$ cat src/hdl/swc_pkg.sv
// Package for the sleep and wake-up controller: map, fields, states
package swc_pkg;
  // Register byte offsets
  localparam logic [7:0] SWC_CTRL_OFS = 8'h00;
  localparam logic [7:0] SWC_STAT_OFS = 8'h04;
  localparam logic [7:0] SWC_IRQ_STAT_OFS = 8'h08;
  localparam logic [7:0] SWC_IRQ_MASK_OFS = 8'h0c;
  localparam logic [7:0] SWC_SRC_EN_OFS = 8'h10;
  localparam int SWC_ADDR_W = 8;
  // Wake source indexes
  localparam int SWC_NSRC = 12;
  localparam int SRC_EXT_PIN = 0;
  localparam int SRC_PORT_CHG = 1;
  localparam int SRC_PAR_SLAVE = 2;
  localparam int SRC_CAPTURE = 3;
  localparam int SRC_STARTSTOP = 4;
  localparam int SRC_SERIAL_SLAVE = 5;
  localparam int SRC_USART_SYNC = 6;
  localparam int SRC_EE_WRITE = 7;
  localparam int SRC_TIMER_ONE = 8;
  localparam int SRC_SPECIAL_TRIG = 9;
  localparam int SRC_ADC = 10;
  localparam int SRC_CLOCKED = 11;
  // Control register fields
  localparam int CTRL_WDOG_EN = 0;
  localparam int CTRL_GLOBAL_IRQ_EN = 1;
  localparam int CTRL_T1_ASYNC = 2;
  localparam int CTRL_ADC_RC = 3;
  // Status register fields
  localparam int STAT_TIMEOUT = 0;
  localparam int STAT_POWERDOWN = 1;
  localparam int STAT_ASLEEP = 2;
  localparam int STAT_WAKE_IRQ = 3;
  localparam int STAT_WAKE_WDOG = 4;
  // Interrupt status events
  localparam int EV_SLEEP_IN = 0;
  localparam int EV_WAKE = 1;
  localparam int EV_WDOG_RST = 2;
  localparam int EV_NOP_SLEEP = 3;
  localparam int SWC_NEV = 4;
  // Reset values
  localparam logic [3:0] CTRL_RST = 4'h1;
  localparam logic [SWC_NSRC-1:0] SRC_EN_RST = 12'h000;
  // Interrupt vector address
  localparam logic [12:0] SWC_IRQ_VECTOR = 13'h0004;
  localparam logic [12:0] SWC_PC_STEP = 13'h0001;
  // Controller states
  typedef enum logic [1:0] {SWC_RUN, SWC_SLEEP, SWC_POST} swc_state_t;
endpackage : swc_pkg

$ cat src/hdl/swc_sync.sv
// Three-flop input synchroniser with second/third agreement
`timescale 1ns/1ps
`default_nettype none
module swc_sync #(
  parameter int W = 1
) (
  input wire logic clk,
  input wire logic rst_b,
  input wire logic [W-1:0] d,
  output logic [W-1:0] q
);
  // Stage one is read only by stage two
  logic [W-1:0] s1;
  logic [W-1:0] s2;
  logic [W-1:0] s3;

  // Shift chain
  always_ff @(posedge clk or negedge rst_b) begin
    if (!rst_b) begin
      s1 <= '0;
      s2 <= '0;
      s3 <= '0;
    end else begin
      s1 <= d;
      s2 <= s1;
      s3 <= s2;
    end
  end

  // Output moves only where stages two and three agree
  always_ff @(posedge clk or negedge rst_b) begin
    if (!rst_b) begin
      q <= '0;
    end else begin
      q <= (s2 & s3) | (q & (s2 | s3));
    end
  end
endmodule : swc_sync
`default_nettype wire

$ cat src/hdl/swc_top.sv
// Sleep entry, wake-up decision and status flags with Wishbone registers
// How it works
// Wake on clear pin, watchdog, or interrupt
// Clear pin resets fully; others resume
// Power-down flag set at power-up, cleared by sleep
// Watchdog wake clears time-out flag
// Listed peripheral interrupts may wake
// Timer one async only; converter RC only
// Clocked peripherals raise nothing asleep
// Sleep pre-fetches next address
// Individual enable gates wake; global ignored
// Global enable picks resume or vector
// Pending enabled flag turns sleep into no-op
// Late interrupt: full sleep, immediate wake
// Software clears watchdog before sleep
// Sleep clears watchdog, sets time-out, freezes pins
// Watchdog resets awake, wakes asleep
// Wake request is OR of flag-and-enable
//
// Our own choices: the placing of the registers and register access over Wishbone.
`timescale 1ns/1ps
`default_nettype none
module swc_top
  import swc_pkg::*;
(
  input wire logic clk,
  input wire logic rst_b,
  // Wishbone slave
  input wire logic wb_cyc_i,
  input wire logic wb_stb_i,
  input wire logic wb_we_i,
  input wire logic [SWC_ADDR_W-1:0] wb_adr_i,
  input wire logic [3:0] wb_sel_i,
  input wire logic [31:0] wb_dat_i,
  output logic [31:0] wb_dat_o,
  output logic wb_ack_o,
  // Sequencer side
  input wire logic sleep_exec,
  input wire logic watchdog_clear_instr,
  input wire logic [12:0] pc,
  // Outside pins and sources
  input wire logic master_clear_pin_b,
  input wire logic watchdog_timeout,
  input wire logic [SWC_NSRC-1:0] irq_flags,
  // Results
  output logic [12:0] fetch_addr,
  output logic core_halt,
  output logic osc_enable,
  output logic pin_hold,
  output logic watchdog_clear,
  output logic device_reset,
  output logic branch_vector,
  output logic timeout_flag,
  output logic powerdown_flag,
  output logic irq
);
  // Synchronised pin and source levels
  logic master_clear_b_s;
  logic [SWC_NSRC-1:0] flags_s;
  logic wdog_s;
  // Registers
  logic [3:0] ctrl;
  logic [SWC_NSRC-1:0] src_en;
  logic [SWC_NEV-1:0] irq_stat;
  logic [SWC_NEV-1:0] irq_mask;
  logic wake_irq;
  logic wake_wdog;
  swc_state_t state;
  // Wake decode
  logic [SWC_NSRC-1:0] src_ok;
  logic wake_req;
  logic wdog_hit;
  logic [SWC_NEV-1:0] ev;
  logic sleep_go;
  logic sleep_nop;
  logic wb_wr;
  logic wb_rd;
  logic wdog_d;

  // Byte-enable merge for writable words
  function automatic logic [31:0] swc_merge(input logic [31:0] old, input logic [31:0] nw, input logic [3:0] sel);
    logic [31:0] r;
    r = old;
    for (int i = 0; i < 4; i++) begin
      if (sel[i]) begin
        r[i*8 +: 8] = nw[i*8 +: 8];
      end
    end
    return r;
  endfunction : swc_merge

  // Pin and source synchronisers; all arrive from outside this clock
  swc_sync #(.W(SWC_NSRC + 2)) u_sync (
    .clk(clk),
    .rst_b(rst_b),
    .d({master_clear_pin_b, watchdog_timeout, irq_flags}),
    .q({master_clear_b_s, wdog_s, flags_s})
  );

  // Which sources may wake at all in the present mode
  always_comb begin
    src_ok = src_en;
    src_ok[SRC_TIMER_ONE] = src_en[SRC_TIMER_ONE] & ctrl[CTRL_T1_ASYNC];
    src_ok[SRC_SPECIAL_TRIG] = src_en[SRC_SPECIAL_TRIG] & ctrl[CTRL_T1_ASYNC];
    src_ok[SRC_ADC] = src_en[SRC_ADC] & ctrl[CTRL_ADC_RC];
    // Clocked peripherals are dead while asleep
    if (state == SWC_SLEEP) begin
      src_ok[SRC_CLOCKED] = 1'b0;
    end
  end

  // Wake request ignores the global enable
  assign wake_req = |(flags_s & src_ok);
  assign wdog_hit = wdog_s & ~wdog_d & ctrl[CTRL_WDOG_EN];
  assign sleep_go = (state == SWC_RUN) & sleep_exec & ~wake_req;
  assign sleep_nop = (state == SWC_RUN) & sleep_exec & wake_req;
  assign wb_wr = wb_cyc_i & wb_stb_i & wb_we_i & ~wb_ack_o;
  assign wb_rd = wb_cyc_i & wb_stb_i & ~wb_we_i & ~wb_ack_o;

  // Watchdog edge reference, counts one time-out once
  always_ff @(posedge clk or negedge rst_b) begin
    if (!rst_b) begin
      wdog_d <= 1'b0;
    end else begin
      wdog_d <= wdog_s;
    end
  end

  // Sleep state machine
  always_ff @(posedge clk or negedge rst_b) begin
    if (!rst_b) begin
      state <= SWC_RUN;
    end else if (!master_clear_b_s) begin
      state <= SWC_RUN;
    end else begin
      unique case (state)
        SWC_RUN: begin
          if (sleep_go) begin
            state <= SWC_SLEEP;
          end
        end
        SWC_SLEEP: begin
          // Late interrupt or watchdog leaves at once
          if (wake_req || wdog_hit) begin
            state <= SWC_POST;
          end
        end
        SWC_POST: begin
          // Instruction after sleep runs before any vector
          state <= SWC_RUN;
        end
      endcase
    end
  end

  // Wake cause record
  always_ff @(posedge clk or negedge rst_b) begin
    if (!rst_b) begin
      wake_irq <= 1'b0;
      wake_wdog <= 1'b0;
    end else if (state == SWC_SLEEP && (wake_req || wdog_hit)) begin
      wake_irq <= wake_req;
      wake_wdog <= wdog_hit & ~wake_req;
    end
  end

  // Status flags; power-up sets power-down flag
  always_ff @(posedge clk or negedge rst_b) begin
    if (!rst_b) begin
      timeout_flag <= 1'b1;
      powerdown_flag <= 1'b1;
    end else if (!master_clear_b_s) begin
      // Pin reset keeps both flags for cause detection
      timeout_flag <= timeout_flag;
    end else if (sleep_go) begin
      timeout_flag <= 1'b1;
      powerdown_flag <= 1'b0;
    end else if (watchdog_clear_instr) begin
      timeout_flag <= 1'b1;
      powerdown_flag <= 1'b1;
    end else if (wdog_hit) begin
      timeout_flag <= 1'b0;
    end
  end

  // Core control outputs
  always_ff @(posedge clk or negedge rst_b) begin
    if (!rst_b) begin
      core_halt <= 1'b0;
      osc_enable <= 1'b1;
      pin_hold <= 1'b0;
      watchdog_clear <= 1'b0;
      device_reset <= 1'b1;
      branch_vector <= 1'b0;
      fetch_addr <= '0;
    end else begin
      // Clear pin resets; awake watchdog resets
      device_reset <= ~master_clear_b_s | (wdog_hit & (state != SWC_SLEEP));
      // Sleep clears watchdog, a no-op sleep does not
      watchdog_clear <= sleep_go | watchdog_clear_instr;
      core_halt <= (state == SWC_SLEEP) ? ~(wake_req | wdog_hit) : sleep_go;
      osc_enable <= (state == SWC_SLEEP) ? (wake_req | wdog_hit) : ~sleep_go;
      pin_hold <= (state == SWC_SLEEP) ? ~(wake_req | wdog_hit) : sleep_go;
      branch_vector <= (state == SWC_POST) & wake_irq & ctrl[CTRL_GLOBAL_IRQ_EN];
      if ((state == SWC_POST) && wake_irq && ctrl[CTRL_GLOBAL_IRQ_EN]) begin
        fetch_addr <= SWC_IRQ_VECTOR;
      end else if (sleep_exec && state == SWC_RUN) begin
        // Address wraps at the top of program space
        fetch_addr <= 13'(pc + SWC_PC_STEP);
      end
    end
  end

  // Event pulses for the interrupt status
  always_comb begin
    ev = '0;
    ev[EV_SLEEP_IN] = sleep_go;
    ev[EV_WAKE] = (state == SWC_SLEEP) & (wake_req | wdog_hit);
    ev[EV_WDOG_RST] = wdog_hit & (state != SWC_SLEEP);
    ev[EV_NOP_SLEEP] = sleep_nop;
  end

  // Control and enable registers
  always_ff @(posedge clk or negedge rst_b) begin
    if (!rst_b) begin
      ctrl <= CTRL_RST;
      src_en <= SRC_EN_RST;
      irq_mask <= '0;
    end else if (wb_wr) begin
      if (wb_adr_i == SWC_CTRL_OFS) begin
        ctrl <= 4'(swc_merge(32'(ctrl), wb_dat_i, wb_sel_i));
      end
      if (wb_adr_i == SWC_SRC_EN_OFS) begin
        src_en <= SWC_NSRC'(swc_merge(32'(src_en), wb_dat_i, wb_sel_i));
      end
      if (wb_adr_i == SWC_IRQ_MASK_OFS) begin
        irq_mask <= SWC_NEV'(swc_merge(32'(irq_mask), wb_dat_i, wb_sel_i));
      end
    end
  end

  // Sticky events; a new event beats a write-one clear
  always_ff @(posedge clk or negedge rst_b) begin
    if (!rst_b) begin
      irq_stat <= '0;
    end else if (wb_wr && wb_adr_i == SWC_IRQ_STAT_OFS && wb_sel_i[0]) begin
      irq_stat <= (irq_stat & ~wb_dat_i[SWC_NEV-1:0]) | ev;
    end else begin
      irq_stat <= irq_stat | ev;
    end
  end

  // Interrupt output level
  always_ff @(posedge clk or negedge rst_b) begin
    if (!rst_b) begin
      irq <= 1'b0;
    end else begin
      irq <= |(irq_stat & irq_mask);
    end
  end

  // Bus answer one cycle after the request; unmapped reads zero
  always_ff @(posedge clk or negedge rst_b) begin
    if (!rst_b) begin
      wb_ack_o <= 1'b0;
      wb_dat_o <= '0;
    end else begin
      wb_ack_o <= wb_cyc_i & wb_stb_i & ~wb_ack_o;
      if (wb_rd) begin
        unique case (wb_adr_i)
          SWC_CTRL_OFS: wb_dat_o <= 32'(ctrl);
          SWC_STAT_OFS: wb_dat_o <= 32'({wake_wdog, wake_irq, state == SWC_SLEEP, powerdown_flag, timeout_flag});
          SWC_IRQ_STAT_OFS: wb_dat_o <= 32'(irq_stat);
          SWC_IRQ_MASK_OFS: wb_dat_o <= 32'(irq_mask);
          SWC_SRC_EN_OFS: wb_dat_o <= 32'(src_en);
          default: wb_dat_o <= '0;
        endcase
      end
    end
  end

  // Checks
  a_nop_keeps_powerdown: assert property (@(posedge clk) disable iff (!rst_b)
    sleep_nop && !watchdog_clear_instr |=> powerdown_flag == $past(powerdown_flag))
    else $error("no-op sleep changed power-down flag");
  a_sleep_clears_flags: assert property (@(posedge clk) disable iff (!rst_b)
    sleep_go && master_clear_b_s |=> !powerdown_flag && timeout_flag && watchdog_clear)
    else $error("sleep did not set flags");
  a_wdog_wake_timeout: assert property (@(posedge clk) disable iff (!rst_b)
    state == SWC_SLEEP && wdog_hit && master_clear_b_s && !watchdog_clear_instr |=> !timeout_flag ##1 state == SWC_RUN)
    else $error("watchdog wake did not clear time-out");
  a_wake_quick: assert property (@(posedge clk) disable iff (!rst_b)
    state == SWC_SLEEP && wake_req && master_clear_b_s |=> state == SWC_POST && osc_enable)
    else $error("interrupt did not wake");
  a_clear_pin_resets: assert property (@(posedge clk) disable iff (!rst_b)
    !master_clear_b_s |=> device_reset && state == SWC_RUN)
    else $error("clear pin did not reset");
  a_awake_wdog_rst: assert property (@(posedge clk) disable iff (!rst_b)
    wdog_hit && state == SWC_RUN |=> device_reset)
    else $error("awake watchdog did not reset");
  a_vector_global_en: assert property (@(posedge clk) disable iff (!rst_b)
    branch_vector |-> $past(ctrl[CTRL_GLOBAL_IRQ_EN]) && fetch_addr == SWC_IRQ_VECTOR)
    else $error("vector without global enable");
  a_prefetch_next: assert property (@(posedge clk) disable iff (!rst_b)
    sleep_exec && state == SWC_RUN |=> fetch_addr == $past(pc) + SWC_PC_STEP)
    else $error("pre-fetch address wrong");
  a_hold_asleep: assert property (@(posedge clk) disable iff (!rst_b)
    state == SWC_SLEEP && $past(state) == SWC_SLEEP |-> pin_hold && !osc_enable)
    else $error("pins not held asleep");
  c_sleep_wdog: cover property (@(posedge clk) disable iff (!rst_b) state == SWC_SLEEP ##1 wdog_hit);
  c_sleep_nop: cover property (@(posedge clk) disable iff (!rst_b) sleep_nop);
  c_vector: cover property (@(posedge clk) disable iff (!rst_b) branch_vector);
  c_clear_pin_asleep: cover property (@(posedge clk) disable iff (!rst_b) state == SWC_SLEEP && !master_clear_b_s);
endmodule : swc_top
`default_nettype wire

$ cat config.mk
export PLATFORM = sky130hd
export DESIGN_NAME = swc_top
export DESIGN_NICKNAME = d
export VERILOG_FILES = /design/src/hdl/swc_pkg.sv /design/src/hdl/swc_sync.sv /design/src/hdl/swc_top.sv
export SDC_FILE = /design/constraint.sdc
export NUM_CORES = 1
export LEC_CHECK = 0
export BUFFER_PORTS_ARGS = -buffer_cell sky130_fd_sc_hd__buf_2
export CORE_MARGIN = 1.5
export CORE_UTILIZATION = 52
export CTS_CLUSTER_SIZE = 25
export DETAILED_ROUTE_END_ITERATION = 10
export PLACE_DENSITY_LB_ADDON = 0.08
export SKIP_CTS_REPAIR_TIMING = 1
export SLEW_MARGIN = 10
export SYNTH_ARGS = -nofsm -noshare
export SYNTH_HDL_FRONTEND = slang
export SYNTH_SLANG_ARGS = --single-unit
$ cat constraint.sdc
create_clock -name clk -period 1.9 [get_ports clk]
set_input_delay 0.095 -clock clk [delete_from_list [all_inputs] [get_ports clk]]
set_output_delay 0.095 -clock clk [all_outputs]
set_load 0.01 [all_outputs]
Yosys cells after proc, flatten, opt, wreduce, memory -nomap -nowiden
Index checks and enable logic that the tools add are counted.

word-level totals
  register bits = 139
  input bits = 78
  output and inout port bits = 55

cells by class
  add/sub/neg operators = 1
  eq/ne operators = 9
  multiplexer cells = 16
  bitwise logic cells = 39
  reduce and logical (&&, ||, !) cells = 21

operators with widths
  cell                                                 number
  one-hot mux 12 bit (5 select lines)                  1
  AND 14 bit                                           2
  bitwise OR 14 bit                                    2
  two-way mux 13 bit                                   2
  AND 1 bit                                            19
  equality test 8 x 4 -> 1 bit, second input constant  2
  adder 13 x 1 -> 13 bit, second input constant        1
  AND 12 bit                                           1
  AND reduction 3 bit                                  4
  OR reduction 12 bit                                  1
  AND 4 bit                                            2
  equality test 8 x 3 -> 1 bit, second input constant  1
  equality test 8 x 5 -> 1 bit, second input constant  1
  logical NOT 8 bit                                    1
  two-way mux 1 bit                                    8
  bitwise OR 4 bit                                     2
  inverter 1 bit                                       7
  logical AND 1 bit                                    6
  two-way mux 2 bit                                    3
  != test 3 bit, second input constant                 2
  one-hot mux 2 bit (3 select lines)                   1
  AND reduction 2 bit                                  3
  two-way mux 4 bit                                    1
  inverter 4 bit                                       1
  9 further kinds                                      12

Longest topological paths before layout
  depth after elaboration = 9
  gate-level depth with buffers = 6
  gate-level depth less buffers = 6

Hierarchy
Synthesis repeated with hierarchy kept, for this count alone.

unflattened totals
  cells, all modules = 369
  area, all modules = 4729.5 um^2

modules (own cells, without submodules)
  module    times used  cells each  area each (um^2)  sequential area each (um^2)
  swc_top   1           299         3170.5            1582.8
  swc_sync  1           70          1559.0            1401.3

Worst setup path before layout
No wires, ideal clock.

  path type = register to register
  start = reg state[1]
  end = reg state[0]
  setup time = 123 ps
  arrival time = 1642 ps
  setup slack = 135 ps
  stages on the path, launching flop included = 7
  path buffers = 0
  clock period less this slack = 1765 ps
  cells stage by stage = dfrtp_1 -> inv_1 -> ha_1 -> o21ai_2 -> or4_1 -> a21o_1 -> mux2i_1

on the way
  cells in the longest elaborated chain, start to end = 8
  elaborated cells on any way between the ends = 15
  those cells by class = 4 x eq/ne; 3 x mux; 4 x bitwise; 4 x reduce/logical

ends and longest elaborated chain
  element                               line                            text
  from (decl)                           swc_top.sv:68                   swc_state_t state;
  from (signal assigned)                swc_top.sv:132                  state <= SWC_RUN;
  from (signal assigned)                swc_top.sv:134                  state <= SWC_RUN;
  from (signal assigned)                swc_top.sv:139                  state <= SWC_SLEEP;
  equality test 2 x 1 -> 1 bit          swc_top.sv:107, swc_top.sv:136
  two-way mux 1 bit                     swc_top.sv:107                  if (state == SWC_SLEEP) begin
  AND 12 bit                            swc_top.sv:113                  assign wake_req = |(flags_s & src_ok);
  OR reduction 12 bit                   swc_top.sv:113
  inverter 1 bit                        swc_top.sv:115                  assign sleep_go = (state == SWC_RUN) & sleep_exec & ~wake_req;
  AND 1 bit                             swc_top.sv:115
  != test 3 bit (no source line)        -
  AND reduction 2 bit (no source line)  -

Parallel ways exist; a longest one is shown, timed or not.
A chain may end at the register's enable or synchronous reset.

Worst setup path in the final report
  start = reg src_en[9]
  end = reg state[1]

on the way
  cells in the longest elaborated chain, start to end = 7
  elaborated cells on any way between the ends = 9
  those cells by class = 2 x eq/ne; 4 x bitwise; 3 x reduce/logical

ends and longest elaborated chain
  element                                   line            text
  from (decl)                               swc_top.sv:63   logic [SWC_NSRC-1:0] src_en;
  from (signal assigned)                    swc_top.sv:234  src_en <= SWC_NSRC'(swc_merge(32'(src_en), wb_dat_i, wb_sel_i));
  AND 1 bit (*)                             swc_top.sv:104  src_ok[SRC_SPECIAL_TRIG] = src_en[SRC_SPECIAL_TRIG] & ctrl[CTRL_T1_ASYNC];
  AND 12 bit (*)                            swc_top.sv:113
  OR reduction 12 bit (*)                   swc_top.sv:113
  inverter 1 bit                            swc_top.sv:115
  AND 1 bit                                 swc_top.sv:115
  != test 3 bit (no source line)            -
  AND reduction 2 bit (no source line) (*)  -

Every way passes the cells marked *; elsewhere a longest branch is shown, timed or not.

==> run metrics <==
Syn Std Cell Area=4673 um^2; Core Region=8721 um^2; Most used DFF post-synth=dfrtp_1; Setup CP Type=reg2reg; Min Hold Slack=-0.03776 ns; skew final=0.006136 ns; full die area=9565 um^2; CTS Sinks=119; mean post-synth cell area=12.63 um^2; final setup fails=0; stages on the worst setup path=5; total wire length=9302 um; worst-path cell chain=a22oi_1 -> o211ai_1 -> or4_1 -> a21o_1 -> mux2i_1; Max VDD drop=0.6758 mV; startpoint types=flip-flop; initial antenna violation count=0; critical-path maximum fanout=4; post-synth top area cell=dfrtp_1; status=finished with violations; Seq cells post-synth=119; Initial Util=0.5359; Power Total=7.338 mW; Die Wd=97.80 um; r2r setup slk=0.04 ns; YS warnings=0; post-DR vias/cell=5.064; sequential cell area fraction in the yosys report=0.6386; fraction of layout cells with a size suffix above 1=0.3032; maxcap violations=0; Worst setup EP type=flip-flop; Setup WS pre-CTS=0.09489 ns; Mapped Cells=370; antenna diode count=0; failing checks=hold timing; Worst R2R End=state[1]$_DFFE_PN0P_; Critical Path Max Stage Delay=0.47 ns; WP buf/inv=0; DRT iter0 DRCs=134; Synth cell types=41; via count=3236; fin crit period=1.856 ns; CP max stage cell=or4_1; # nets final=601; reg2reg path depth=5; Post-DP Area=5243 um^2; Num CTS Buffers=17; vias in the first global route=3108; reg2reg start=src_en[9]$_DFFE_PN0P_; Final ANT Viol Nets=0; detailed placement HPWL=6236 um; Final period util=0.9770; row count=34; aggregate global-route resource usage=0.2032; CTS tree=done; Final Cell Area=6243 um^2; Worst-Skew Late Latency=0.51 ns; pwr/cell area=1175 nW/um^2; I/O Pins=133; EDFF count, synth=0; Area Growth Syn to Fin=33.60%; routed len/inst=14.56 um; Critical Path RT=2.32 ns; Critical Path End=state[1]$_DFFE_PN0P_; Worst-Margin Slew=0.5416 ns; Async SR Flop Fraction=1.000; clock slew at reported path FFs=0.06 ns; most area-consuming cells after synthesis=dfrtp_1, mux2_2, buf_4; GRT overflow=0; Clock Path Buffers=2; FMAX=0.5387 GHz; routability cong.=0.8185; setup_tns=0 ns; CTS root buf=clkbuf_8; Die Y-Extent=97.80 um; drc violations=0; Slew headroom=0.6389; worst setup margin=0.04362 ns; arrival time worst endpoint=2.27 ns; Yosys top cell area share=0.6104; largest net degree at the start of global routing=45; P_leak=2.990 nW; Final Hold Viols=2; hold crit path type=in2reg; top-count cell post-synth=dfrtp_1; port buffer count=90; most instantiated cells after synthesis=dfrtp_1, nand2_1, buf_4, mux2_2, o21ai_0; CP startpoint=src_en[9]$_DFFE_PN0P_; H-Tree Depth=4; RSZ-0062 raised after global routing=false; Fillers=622; final-report max-slew violation count=0; first-pass GRT wire length=14960 um; Top delay family on crit path=compound AO/OA/AOI/OAI gates; final core occ=0.7159; Detailed Routing Iterations Pass 1=5
==> state kept, by name (all words and copies together) (netlist names), 2 cells and up <==
signal and count:
state 2, src_en 12, wb_dat_o 12, u_sync.s1 14, u_sync.q 14, fetch_addr 13, irq_mask 4, u_sync.s3 14
ctrl 4, u_sync.s2 14, irq_stat 4
==> worst reg2reg max path: stages, from the launching register on <==
cell	delay [ns]
dfrtp_1	0.39
a22oi_1	0.26
o211ai_1	0.24
or4_1	0.47
a21o_1	0.22
mux2i_1	0.18
==> stage by stage <==
step,hold WS (ns),instances
floorplan,-0.2006,389
global placement,0.1074,567
detailed placement,0.1071,567
CTS,-0.4302,599
global route,0.002430,639
finish,-0.03776,639
==> logic make-up (layout without fill, tap and decap cells) <==
family          after synthesis  after routing  synth area share
compound gates               59             59           0.08568
xor+xnor                     11             11           0.02062
fa+ha+maj                    19             19           0.04337
buf+inv                      41            183           0.05114
flops                       119            119            0.6386
mux                          30             30           0.06961
other cells                   1             20         0.0008024
simple gates                 90             90           0.09023
==> cell usage in the layout (no fill, tap or decap), drive strengths merged, types with 12 or more instances in the layout <==
cell type,instances
dfrtp,114
inv,12
dlygate4sd3,40
nand2,37
nor2,17
o21ai,20
maj3,14
mux2,20
clkbuf,19
conb,20
buf,102
==> layer usage <==
| metal | wire length, um | vias up | part of all wire | track usage |
|---|---|---|---|---|
| li1 | - | 1558 | - | - |
| met1 | 4146 | 1552 | 0.45 | 0.2725 |
| met2 | 4548 | 109 | 0.49 | 0.3146 |
| met3 | 462 | 17 | 0.050 | 0.06371 |
| met4 | 144 | 0 | 0.015 | 0.07692 |
| met5 | 0 | - | 0 | 0 |
==> area by class of cell <==
class	count	area, um^2	area share
Sequential cell	119	2984	0.4780
Multi-Input combinational cell	229	1529	0.2449
Timing Repair Buffer	142	968.4	0.1551
Clock buffer	19	421.7	0.06753
Clock inverter	13	171.4	0.02745
Tap cell	108	135.1	0.02164
Inverter	9	33.78	0.005411
==> worst min path at each step <==
stage	slack, ns	end	cells past startpoint	from
CTS	-0.43	wb_dat_o[9]$_DFFE_PN0P_	1	rst_b
global placement	0.11	wb_dat_o[9]$_DFFE_PN0P_	1	rst_b
detailed placement	0.11	wb_dat_o[9]$_DFFE_PN0P_	1	rst_b
finish	-0.04	fetch_addr[11]$_DFFE_PN0P_	3	pc[11]
global route	0.002	wb_dat_o[4]$_DFFE_PN0P_	4	wb_adr_i[1]
floorplan	-0.20	branch_vector$_DFF_PN0_	0	rst_b
==> power by group <==
group          switching (mW)  total (mW)  leakage (nW)  internal, mW
logic                   0.621        1.16          1.24         0.537
registers               0.174        3.03          1.47          2.86
clock network            1.14        3.15         0.283          2.01
total                    1.93        7.34          2.99          5.41
Power figures use the tool's default switching activity.
